[src/sac_pkg.sv]
/*
  shared constants, state codes and helpers of the conversion sequencer.
  assumes a 10 MHz system clock and a 16-bit converter core.
*/
package sac_pkg;
  // converter width and clock rate
  localparam int RES_W = 16;
  localparam int CLK_PERIOD_NS = 100;
  // least acquisition time, rounded up to whole cycles
  localparam int ACQ_MIN_NS = 1100;
  localparam int ACQ_MIN_CYC = (ACQ_MIN_NS + CLK_PERIOD_NS - 1) / CLK_PERIOD_NS;
  localparam logic [7:0] ACQ_MIN_CNT = 8'(ACQ_MIN_CYC);
  // longest conversion time, rounded down; one decision per step
  localparam int CONV_MAX_NS = 4700;
  localparam int CONV_MAX_CYC = CONV_MAX_NS / CLK_PERIOD_NS;
  localparam int CONV_STEP_CYC = (CONV_MAX_CYC - 4) / RES_W;
  localparam logic [3:0] STEP_LAST = 4'(CONV_STEP_CYC - 1);
  localparam logic [3:0] MSB_IDX = 4'(RES_W - 1);
  // register map, byte addresses
  localparam int ADDR_W = 8;
  localparam logic [7:0] ADDR_CTRL = 8'h00;
  localparam logic [7:0] ADDR_STATUS = 8'h04;
  localparam logic [7:0] ADDR_RESULT = 8'h08;
  localparam logic [7:0] ADDR_IRQ_STAT = 8'h0C;
  localparam logic [7:0] ADDR_IRQ_MASK = 8'h10;
  // reset values
  localparam logic ENABLE_RESET = 1'b1;
  localparam logic SHUTDOWN_RESET = 1'b1;
  localparam logic [2:0] IRQ_MASK_RESET = 3'h0;
  // interrupt layout: done, ignored strobe, short acquisition
  localparam int IRQ_N = 3;
  // bus responses
  localparam logic [1:0] RESP_OKAY = 2'h0;
  localparam logic [1:0] RESP_SLVERR = 2'h2;

  typedef enum logic [2:0] {
    SAC_IDLE = 3'h0,
    SAC_ACQ = 3'h1,
    SAC_CONV = 3'h2,
    SAC_DONE = 3'h3,
    SAC_READ = 3'h4
  } sac_state_t;

  // word placed on the data lines for the chosen width and byte
  function automatic logic [15:0] sac_present(input logic [15:0] r, input logic byte_wide,
                                               input logic upper);
    sac_present = byte_wide ? {8'h00, (upper ? r[15:8] : r[7:0])} : r;
  endfunction

  function automatic logic sac_mapped(input logic [7:0] a);
    sac_mapped = (a == ADDR_CTRL) || (a == ADDR_STATUS) || (a == ADDR_RESULT) ||
                 (a == ADDR_IRQ_STAT) || (a == ADDR_IRQ_MASK);
  endfunction
endpackage

[src/sac_sar_if.sv]
/*
  link between the sequencer and its approximation engine.
  assumes both ends share clock_i.
*/
`timescale 1ns/10ps
interface sac_sar_if;
  logic start;
  logic compare;
  logic busy;
  logic done;
  logic [15:0] result;
  logic [15:0] dac_code;

  modport seq (output start, output compare, input busy, input done, input result, input dac_code);
  modport eng (input start, input compare, output busy, output done, output result, output dac_code);
endinterface

[src/sac_sar_engine.sv]
/*
  successive-approximation engine with its own step timer.
  assumes compare is high while the held input is at or above dac_code.
*/
`timescale 1ns/10ps
module sac_sar_engine (
  // clock and reset
  input wire logic clock_i,
  input wire logic rst_b_i,
  // sequencer side
  sac_sar_if.eng sar
);
  logic busy_reg;
  logic done_reg;
  logic [15:0] code_reg;
  logic [15:0] result_reg;
  logic [3:0] idx_reg;
  logic [3:0] div_reg;

  // step timer made here, the controller gives no conversion clock
  wire tick = busy_reg && (div_reg == sac_pkg::STEP_LAST);
  wire [15:0] trial = 16'h0001 << idx_reg;
  wire [15:0] kept = sar.compare ? code_reg : (code_reg & ~trial);
  wire last = (idx_reg == 4'h0);

  assign sar.busy = busy_reg;
  assign sar.done = done_reg;
  assign sar.result = result_reg;
  assign sar.dac_code = code_reg;

  // one decision per tick, msb first; a start while busy is dropped
  always_ff @(posedge clock_i or negedge rst_b_i) begin
    if (!rst_b_i) begin
      busy_reg <= 1'b0;
      done_reg <= 1'b0;
      code_reg <= 16'h0000;
      result_reg <= 16'h0000;
      idx_reg <= 4'h0;
      div_reg <= 4'h0;
    end else begin
      done_reg <= 1'b0;
      if (sar.start && !busy_reg) begin
        busy_reg <= 1'b1;
        code_reg <= 16'h8000;
        idx_reg <= sac_pkg::MSB_IDX;
        div_reg <= 4'h0;
      end else if (busy_reg) begin
        div_reg <= tick ? 4'h0 : div_reg + 4'h1;
        if (tick) begin
          code_reg <= last ? kept : (kept | (trial >> 1));
          idx_reg <= idx_reg - 4'h1;
          busy_reg <= !last;
          done_reg <= last;
          result_reg <= last ? kept : result_reg;
        end
      end
    end
  end
endmodule

[src/sac_irq_bank.sv]
/*
  sticky interrupt flags, write-one-to-clear, with a mask and one level output.
  assumes set and clear pulses are synchronous to clock_i.
*/
`timescale 1ns/10ps
module sac_irq_bank #(
  parameter int N = 3
) (
  // clock and reset
  input wire logic clock_i,
  input wire logic rst_b_i,
  // events and software access
  input wire logic [N-1:0] set_i,
  input wire logic [N-1:0] clr_i,
  input wire logic mask_we_i,
  input wire logic [N-1:0] mask_i,
  // state
  output logic [N-1:0] status_o,
  output logic [N-1:0] mask_o,
  output logic irq_o
);
  logic [N-1:0] status_reg;
  logic [N-1:0] mask_reg;

  // a set in the clearing cycle wins, so no event is lost
  wire [N-1:0] status_next = (status_reg & ~clr_i) | set_i;

  always_ff @(posedge clock_i or negedge rst_b_i) begin
    if (!rst_b_i) begin
      status_reg <= '0;
      mask_reg <= N'(sac_pkg::IRQ_MASK_RESET);
    end else begin
      status_reg <= status_next;
      mask_reg <= mask_we_i ? mask_i : mask_reg;
    end
  end

  assign status_o = status_reg;
  assign mask_o = mask_reg;
  assign irq_o = |(status_reg & mask_reg);
endmodule

[src/sac_sequencer.sv]
/*
  conversion sequencer of a 16-bit successive-approximation converter:
  strobe decoding, power-down choice, three-state result port, register file on AXI4-Lite.
  assumes strobe pins synchronous to clock_i and an analog core driven by track/dac/ref outputs.
*/
// Added by the designer: the AXI4-Lite slave port and the register addresses.
`timescale 1ns/10ps
module sac_sequencer #(
  parameter bit BYTE_WIDE = 1'b0
) (
  // clock and reset
  input wire logic clock_i,
  input wire logic rst_b_i,
  // axi4-lite write address and data
  input wire logic [7:0] s_axi_awaddr,
  input wire logic s_axi_awvalid,
  output logic s_axi_awready,
  input wire logic [31:0] s_axi_wdata,
  input wire logic [3:0] s_axi_wstrb,
  input wire logic s_axi_wvalid,
  output logic s_axi_wready,
  // axi4-lite write response
  output logic [1:0] s_axi_bresp,
  output logic s_axi_bvalid,
  input wire logic s_axi_bready,
  // axi4-lite read
  input wire logic [7:0] s_axi_araddr,
  input wire logic s_axi_arvalid,
  output logic s_axi_arready,
  output logic [31:0] s_axi_rdata,
  output logic [1:0] s_axi_rresp,
  output logic s_axi_rvalid,
  input wire logic s_axi_rready,
  // controller pins
  input wire logic cs_b_i,
  input wire logic read_conv_i,
  input wire logic upper_byte_select_i,
  output logic [15:0] data_o,
  output logic data_oe_o,
  output logic done_b_o,
  // analog core
  output logic track_o,
  output logic ref_on_o,
  output logic [15:0] dac_code_o,
  input wire logic compare_i,
  // interrupt
  output logic irq_o
);
  sac_pkg::sac_state_t state_reg, state_next;
  logic cs_q_reg;
  logic enable_reg;
  logic pd_shutdown_reg;
  logic ref_on_reg;
  logic track_reg;
  logic done_b_reg;
  logic [15:0] result_reg;
  logic [7:0] acq_cnt_reg;
  logic data_oe_reg;
  logic [15:0] data_out_reg;
  logic aw_held_reg;
  logic [7:0] awaddr_reg;
  logic w_held_reg;
  logic [31:0] wdata_reg;
  logic wstrb0_reg;
  logic bvalid_reg;
  logic [1:0] bresp_reg;
  logic rvalid_reg;
  logic [31:0] rdata_reg;
  logic [1:0] rresp_reg;
  logic [2:0] irq_status;
  logic [2:0] irq_mask;

  sac_sar_if sar ();

  sac_sar_engine u_engine (
    .clock_i(clock_i),
    .rst_b_i(rst_b_i),
    .sar(sar)
  );

  // strobe edge decode; pins are already in the clock domain
  wire cs_fall = cs_q_reg && !cs_b_i;
  wire strobe_fall = cs_fall && enable_reg;
  wire in_idle = (state_reg == sac_pkg::SAC_IDLE);
  wire in_acq = (state_reg == sac_pkg::SAC_ACQ);
  wire in_conv = (state_reg == sac_pkg::SAC_CONV);
  wire in_done = (state_reg == sac_pkg::SAC_DONE);
  wire acq_start = strobe_fall && !read_conv_i && (in_idle || in_done);
  wire conv_start = strobe_fall && in_acq;
  wire read_start = strobe_fall && read_conv_i && in_done;
  wire ignored_fall = cs_fall && in_conv;
  wire short_acq = conv_start && (acq_cnt_reg < sac_pkg::ACQ_MIN_CNT);
  wire conv_end = sar.done && in_conv;

  assign sar.start = conv_start;
  assign sar.compare = compare_i;

  // sequence; the convert state waits only for the engine
  always_comb begin
    state_next = state_reg;
    unique case (state_reg)
      sac_pkg::SAC_IDLE: begin
        if (acq_start) begin
          state_next = sac_pkg::SAC_ACQ;
        end
      end
      sac_pkg::SAC_ACQ: begin
        if (conv_start) begin
          state_next = sac_pkg::SAC_CONV;
        end
      end
      sac_pkg::SAC_CONV: begin
        if (conv_end) begin
          state_next = sac_pkg::SAC_DONE;
        end
      end
      sac_pkg::SAC_DONE: begin
        if (read_start) begin
          state_next = sac_pkg::SAC_READ;
        end else if (acq_start) begin
          state_next = sac_pkg::SAC_ACQ;
        end
      end
      sac_pkg::SAC_READ: begin
        if (cs_b_i) begin
          state_next = sac_pkg::SAC_IDLE;
        end
      end
      default: begin
        state_next = sac_pkg::SAC_IDLE;
      end
    endcase
  end

  // state and strobe history
  always_ff @(posedge clock_i or negedge rst_b_i) begin
    if (!rst_b_i) begin
      state_reg <= sac_pkg::SAC_IDLE;
      cs_q_reg <= 1'b1;
    end else begin
      state_reg <= state_next;
      cs_q_reg <= cs_b_i;
    end
  end

  // power mode is sampled at the hold edge and applied when conversion ends
  always_ff @(posedge clock_i or negedge rst_b_i) begin
    if (!rst_b_i) begin
      pd_shutdown_reg <= sac_pkg::SHUTDOWN_RESET;
      ref_on_reg <= 1'b0;
      track_reg <= 1'b0;
    end else begin
      pd_shutdown_reg <= conv_start ? read_conv_i : pd_shutdown_reg;
      ref_on_reg <= acq_start | (conv_end ? !pd_shutdown_reg : ref_on_reg);
      track_reg <= acq_start | (track_reg & !conv_start);
    end
  end

  // done flag and result; flag returns high at the next acquisition
  always_ff @(posedge clock_i or negedge rst_b_i) begin
    if (!rst_b_i) begin
      done_b_reg <= 1'b1;
      result_reg <= 16'h0000;
    end else begin
      done_b_reg <= conv_end ? 1'b0 : (acq_start | done_b_reg);
      result_reg <= conv_end ? sar.result : result_reg;
    end
  end

  // acquisition length, saturating at the least legal count
  always_ff @(posedge clock_i or negedge rst_b_i) begin
    if (!rst_b_i) begin
      acq_cnt_reg <= 8'h00;
    end else if (acq_start) begin
      acq_cnt_reg <= 8'h00;
    end else if (in_acq && acq_cnt_reg < sac_pkg::ACQ_MIN_CNT) begin
      acq_cnt_reg <= acq_cnt_reg + 8'h01;
    end
  end

  // result port from flip-flops; released the cycle after the strobe rises
  wire [15:0] present = sac_pkg::sac_present(result_reg, BYTE_WIDE, upper_byte_select_i);
  wire presenting = (state_next == sac_pkg::SAC_READ);

  always_ff @(posedge clock_i or negedge rst_b_i) begin
    if (!rst_b_i) begin
      data_oe_reg <= 1'b0;
      data_out_reg <= 16'h0000;
    end else begin
      data_oe_reg <= presenting;
      data_out_reg <= presenting ? present : 16'h0000;
    end
  end

  assign data_o = data_out_reg;
  assign data_oe_o = data_oe_reg;
  assign done_b_o = done_b_reg;
  assign track_o = track_reg;
  assign ref_on_o = ref_on_reg;
  assign dac_code_o = sar.dac_code;

  // bus channels; address and data are held until both are in
  assign s_axi_awready = !aw_held_reg && !bvalid_reg;
  assign s_axi_wready = !w_held_reg && !bvalid_reg;
  assign s_axi_arready = !rvalid_reg;
  wire wr_fire = aw_held_reg && w_held_reg && !bvalid_reg;
  wire wr_lane0 = wr_fire && wstrb0_reg;
  wire wr_ctrl = wr_lane0 && (awaddr_reg == sac_pkg::ADDR_CTRL);
  wire wr_irq_stat = wr_lane0 && (awaddr_reg == sac_pkg::ADDR_IRQ_STAT);
  wire wr_irq_mask = wr_lane0 && (awaddr_reg == sac_pkg::ADDR_IRQ_MASK);
  wire rd_fire = s_axi_arvalid && !rvalid_reg;
  wire [31:0] status_word = {25'h0000000, done_b_reg, sar.busy, ref_on_reg, pd_shutdown_reg,
                             state_reg};
  wire [31:0] rd_word =
    (s_axi_araddr == sac_pkg::ADDR_CTRL) ? {31'h00000000, enable_reg} :
    (s_axi_araddr == sac_pkg::ADDR_STATUS) ? status_word :
    (s_axi_araddr == sac_pkg::ADDR_RESULT) ? {16'h0000, result_reg} :
    (s_axi_araddr == sac_pkg::ADDR_IRQ_STAT) ? {29'h00000000, irq_status} :
    (s_axi_araddr == sac_pkg::ADDR_IRQ_MASK) ? {29'h00000000, irq_mask} : 32'h00000000;

  // write side
  always_ff @(posedge clock_i or negedge rst_b_i) begin
    if (!rst_b_i) begin
      aw_held_reg <= 1'b0;
      awaddr_reg <= 8'h00;
      w_held_reg <= 1'b0;
      wdata_reg <= 32'h00000000;
      wstrb0_reg <= 1'b0;
    end else begin
      if (s_axi_awvalid && s_axi_awready) begin
        aw_held_reg <= 1'b1;
        awaddr_reg <= s_axi_awaddr;
      end else if (wr_fire) begin
        aw_held_reg <= 1'b0;
      end
      if (s_axi_wvalid && s_axi_wready) begin
        w_held_reg <= 1'b1;
        wdata_reg <= s_axi_wdata;
        wstrb0_reg <= s_axi_wstrb[0];
      end else if (wr_fire) begin
        w_held_reg <= 1'b0;
      end
    end
  end

  // write response; unmapped words answer slverr
  always_ff @(posedge clock_i or negedge rst_b_i) begin
    if (!rst_b_i) begin
      bvalid_reg <= 1'b0;
      bresp_reg <= sac_pkg::RESP_OKAY;
    end else if (wr_fire) begin
      bvalid_reg <= 1'b1;
      bresp_reg <= sac_pkg::sac_mapped(awaddr_reg) ? sac_pkg::RESP_OKAY : sac_pkg::RESP_SLVERR;
    end else if (s_axi_bready) begin
      bvalid_reg <= 1'b0;
    end
  end

  // read side, answered the cycle after the address is taken
  always_ff @(posedge clock_i or negedge rst_b_i) begin
    if (!rst_b_i) begin
      rvalid_reg <= 1'b0;
      rdata_reg <= 32'h00000000;
      rresp_reg <= sac_pkg::RESP_OKAY;
    end else if (rd_fire) begin
      rvalid_reg <= 1'b1;
      rdata_reg <= rd_word;
      rresp_reg <= sac_pkg::sac_mapped(s_axi_araddr) ? sac_pkg::RESP_OKAY : sac_pkg::RESP_SLVERR;
    end else if (s_axi_rready) begin
      rvalid_reg <= 1'b0;
    end
  end

  // enable gates the strobe falls; disabled, no fall moves the sequence, and a rise still ends a read
  always_ff @(posedge clock_i or negedge rst_b_i) begin
    if (!rst_b_i) begin
      enable_reg <= sac_pkg::ENABLE_RESET;
    end else if (wr_ctrl) begin
      enable_reg <= wdata_reg[0];
    end
  end

  assign s_axi_bvalid = bvalid_reg;
  assign s_axi_bresp = bresp_reg;
  assign s_axi_rvalid = rvalid_reg;
  assign s_axi_rdata = rdata_reg;
  assign s_axi_rresp = rresp_reg;

  // events: conversion done, ignored strobe, short acquisition
  sac_irq_bank #(
    .N(sac_pkg::IRQ_N)
  ) u_irq (
    .clock_i(clock_i),
    .rst_b_i(rst_b_i),
    .set_i({short_acq, ignored_fall, conv_end}),
    .clr_i(wr_irq_stat ? wdata_reg[2:0] : 3'h0),
    .mask_we_i(wr_irq_mask),
    .mask_i(wdata_reg[2:0]),
    .status_o(irq_status),
    .mask_o(irq_mask),
    .irq_o(irq_o)
  );

  // checks
  localparam int CONV_BOUND = sac_pkg::CONV_MAX_CYC;
endmodule

[config.mk]
export PLATFORM = sky130hd
export DESIGN_NAME = sac_sequencer
export DESIGN_NICKNAME = d
export VERILOG_FILES = /design/src/sac_pkg.sv /design/src/sac_sar_if.sv /design/src/sac_sar_engine.sv /design/src/sac_irq_bank.sv /design/src/sac_sequencer.sv
export SDC_FILE = /design/constraint.sdc
export NUM_CORES = 1
export LEC_CHECK = 0
export ABC_AREA = 1
export BUFFER_PORTS_ARGS = -buffer_cell sky130_fd_sc_hd__buf_2
export CAP_MARGIN = 20
export CORE_AREA = 2 2 130 132
export CTS_CLUSTER_SIZE = 14
export DETAILED_ROUTE_END_ITERATION = 8
export DIE_AREA = 0 0 132 134
export MAX_ROUTING_LAYER = met4
export PLACE_DENSITY = 0.63
export SETUP_SLACK_MARGIN = 0.15
export SKIP_LAST_GASP = 1
export SLEW_MARGIN = 20
export SYNTH_ARGS = -nofsm -noshare
export SYNTH_HDL_FRONTEND = slang
export SYNTH_SLANG_ARGS = --single-unit
[constraint.sdc]
create_clock -name clock_i -period 4.4 [get_ports clock_i]
set_input_delay 0.22 -clock clock_i [delete_from_list [all_inputs] [get_ports clock_i]]
set_output_delay 0.22 -clock clock_i [all_outputs]
set_load 0.05 [all_outputs]
==> impl_metrics.py <==
metrics = {
    "global_routing": {
        "grt_pass1_wl_um": 20900,
        "grt_pass1_vias": 4216,
        "track_usage_pct": 15.3,
        "grt_antenna_before_repair": 0,
        "grt_start_max_net_pins": 72,
        "overflow": 0,
    },
    "clock_tree": {
        "path_clk_slew_ns": 0.06,
        "postCtsSetupBuffers": 0,
        "cts_root_buffer": "clkbuf_16",
        "cts_resized": 0,
        "cts_inserted_buffers": 17,
        "clockBufferDepth": 2,
        "holdBufCountCts": 3,
        "clock-sinks": 132,
        "clk_latency_ns": 0.41,
        "cts_tree": "done",
        "htree_levels": 4,
    },
    "pwr": {
        "power_density_nw_per_um2": 452,
        "p_leak_nw": 3.70,
        "ir_drop_uv": 259,
        "power_mw": 3.23,
    },
    "routing": {
        "wl_per_cell_um": 12.7,
        "dr.pass1.iters": 5,
        "ant_nets": 0,
        "routed_wl_um": 12600,
        "routed_via_density": 4.53,
        "num_vias": 4502,
        "drc": 0,
        "drt_iter0_drc": 384,
    },
    "layout": {
        "layout.nets": 832,
        "syn2layout_area_growth_pct": 20.7,
        "drive_gt1_share_pct": 20.9,
        "fill_cells": 1643,
        "layout.area.seq_um2": 3310,
        "finalInstanceArea_um2": 7140,
        "multi_input_area_um2": 2160,
        "fin_util_pct": 43.8,
        "layout.cells.non_filler": 994,
        "antenna_cells": 0,
    },
    "worst_setup_path": {
        "slowest_delay_ns": 0.41,
        "crit_fanout": 31,
        "end_kind": "flip-flop",
        "critPathSlowestCell": "dfrtp_1",
        "required_ns": 4.68,
        "cp-start-kind": "flip-flop",
        "crit_type": "reg -> reg",
        "crit_chain": "inv_1, ha_1, inv_1, nor2_1, nand2_1, nor2_4, inv_2, nand2_1, o21ai_2",
        "cp.arrival_ns": 2.25,
    },
    "timing": {
        "finalSetupTns_ns": 0,
        "post-route-worst-setup-slack_ns": 2.43,
        "setup_viol": 0,
        "worst_pin_slew_ns": 0.804,
        "layout_min_cycle_time_ns": 1.97,
        "rsz0062_at_grt": "false",
        "holdWs_ns": 0.0142,
        "finalCritPeriodShare_pct": 44.7,
        "finClkSkew_ns": 0.0134,
        "hold_viol": 0,
        "slew_violations": 0,
        "max_freq_mhz": 508,
        "max-slew-margin-rel_pct": 46.4,
    },
    "place": {
        "dpl_cell_area_um2": 6480,
        "globalplace.congestion": 0.885,
        "dpl.hpwl_um": 8820,
        "dpl.cell_count": 959,
        "dp_slack_ns": 2.44,
        "place.port_buffers": 89,
    },
    "floorplanning": {
        "core_um2": 16300,
        "die-area_um2": 17700,
        "std_cell_rows": 47,
        "fp.dieH_um": 134,
        "die_w_um": 132,
        "start_util_pct": 36.3,
        "ios": 141,
    },
    "synthesis": {
        "synth_area_um2": 5920,
        "syn_area_per_cell_um2": 8.91,
        "ys_seq_area_share_pct": 55.9,
        "yosysUniqueCellTypes": 34,
        "async_flop_share_pct": 100,
        "synth-edff-count": 0,
        "ys.flop_type": "dfrtp_1",
        "synth_seq_cells": 132,
        "syn_inst": 664,
        "ys_warn_count": 0,
    },
    "worst_hold_path": {
        "holdCritPathClass": "in -> reg",
    },
    "outcome": {
        "outcome": "finished clean",
    },
    "flow_run": {
        "drv_cap": 0,
    },
}
-- synth_stat cells, types with 4 or more instances --
| cell type | number | area share (%) |
|---|---|---|
| dfrtp_1 | 128 | 54 |
| inv_1 | 66 | 4.2 |
| o21ai_1 | 4 | 0.34 |
| nand3_1 | 50 | 4.2 |
| o21ai_2 | 12 | 1.8 |
| nor2_1 | 63 | 4.0 |
| mux2_2 | 5 | 0.95 |
| buf_2 | 4 | 0.34 |
| dfstp_2 | 4 | 1.8 |
| o211ai_1 | 4 | 0.51 |
| nand2_1 | 173 | 11 |
| inv_2 | 4 | 0.25 |
| o21ai_0 | 59 | 5.0 |
| buf_6 | 5 | 0.95 |
| buf_4 | 20 | 2.5 |
| nor2_4 | 4 | 0.76 |
| ha_1 | 8 | 1.7 |
| a21oi_1 | 24 | 2.0 |
-- worst max-delay path, delay by kind of cell, from the launching register on --
| family | cells | cell delay (ns) |
|---|---|---|
| compound gates | 1 | 0.06 |
| simple gates | 4 | 0.56 |
| fa+ha+maj | 1 | 0.31 |
| buf+inv | 3 | 0.48 |
| flops | 1 | 0.41 |
-- cells by family (layout without fill, tap and decap cells) --
kind of cell | Yosys count | after routing | synth area share, %
flip-flops | 132 | 132 | 55.9
XOR/XNOR | 2 | 2 | 0.296
adder cells (fa/ha/maj) | 8 | 8 | 1.69
other | 1 | 18 | 0.0634
AO/OA/AOI/OAI | 108 | 108 | 10.5
buffers and inverters | 104 | 197 | 8.65
multiplexers | 5 | 5 | 0.952
AND/OR/NAND/NOR | 304 | 304 | 21.9
-- power breakdown --
part / total (mW) / leakage, nW / switching, mW / internal (mW)
Clock: 1.49 / 0.308 / 0.562 / 0.926
Combinational: 0.398 / 1.79 / 0.294 / 0.103
Sequential: 1.34 / 1.60 / 0.0426 / 1.30
Total: 3.23 / 3.70 / 0.899 / 2.33
-- path summary, 6_finish.rpt --
| kind | startpoint | to | slack (ns) | cells past startpoint |
|---|---|---|---|---|
| worst max register to register | u_engine.idx_reg[1] | u_engine.sar.result[6] | 2.43 | 9 |
| max in group asynchronous | rst_b_i | data_o[12] | 3.10 | 3 |
| worst max-delay path | u_engine.idx_reg[1] | u_engine.sar.result[6] | 2.43 | 9 |
| min in group asynchronous | rst_b_i | awaddr_reg[0] | 0.42 | 2 |
| worst min register to register | track_o | track_o | 0.47 | 2 |
| worst min-delay path | s_axi_rready | s_axi_rvalid | 0.01 | 2 |
-- cells in the final DEF (no fill, tap or decap), types with 2 or more instances in the layout --
| cell | instances |
|---|---|
| dlygate4sd3_1 | 3 |
| ha_1 | 8 |
| inv_2 | 4 |
| inv_8 | 3 |
| o21ai_0 | 59 |
| nand2_4 | 2 |
| clkinv_4 | 2 |
| a21o_1 | 3 |
| dfrtp_1 | 128 |
| xor2_1 | 2 |
| o211ai_1 | 4 |
| o21ai_1 | 4 |
| nor3_1 | 2 |
| mux2_2 | 5 |
| nand3_1 | 50 |
| a21oi_1 | 24 |
| inv_1 | 66 |
| nor2_1 | 63 |
| o21ai_2 | 12 |
| nand3_2 | 2 |
| buf_2 | 88 |
| clkbuf_16 | 17 |
| inv_6 | 4 |
| nor2_2 | 2 |
| nand2_2 | 2 |
| nand2_1 | 173 |
| conb_1 | 18 |
| bufinv_16 | 3 |
| nor2_4 | 4 |
| nand4_1 | 3 |
| dfstp_2 | 4 |
-- area by class of cell --
| type | count | area share, % |
|---|---|---|
| Timing Repair Buffer | 93 | 6.97 |
| Clock inverter | 14 | 2.65 |
| Sequential cell | 132 | 46.3 |
| Multi-Input combinational cell | 445 | 30.2 |
| Clock buffer | 18 | 6.15 |
| Tap cell | 220 | 3.85 |
| Inverter | 72 | 3.82 |
-- metal layers --
| layer | global-route usage [%] | part of all wire (%) | vias up | wire [um] |
|---|---|---|---|---|
| li1 | - | - | 2276 | - |
| met3 | 3.78 | 3.8 | 9 | 485 |
| met5 | - | 0 | - | 0 |
| met4 | 5.37 | 1.1 | 0 | 142 |
| met2 | 23.1 | 47 | 95 | 5870 |
| met1 | 20.1 | 48 | 2122 | 6120 |
Power figures use the tool's default switching activity.
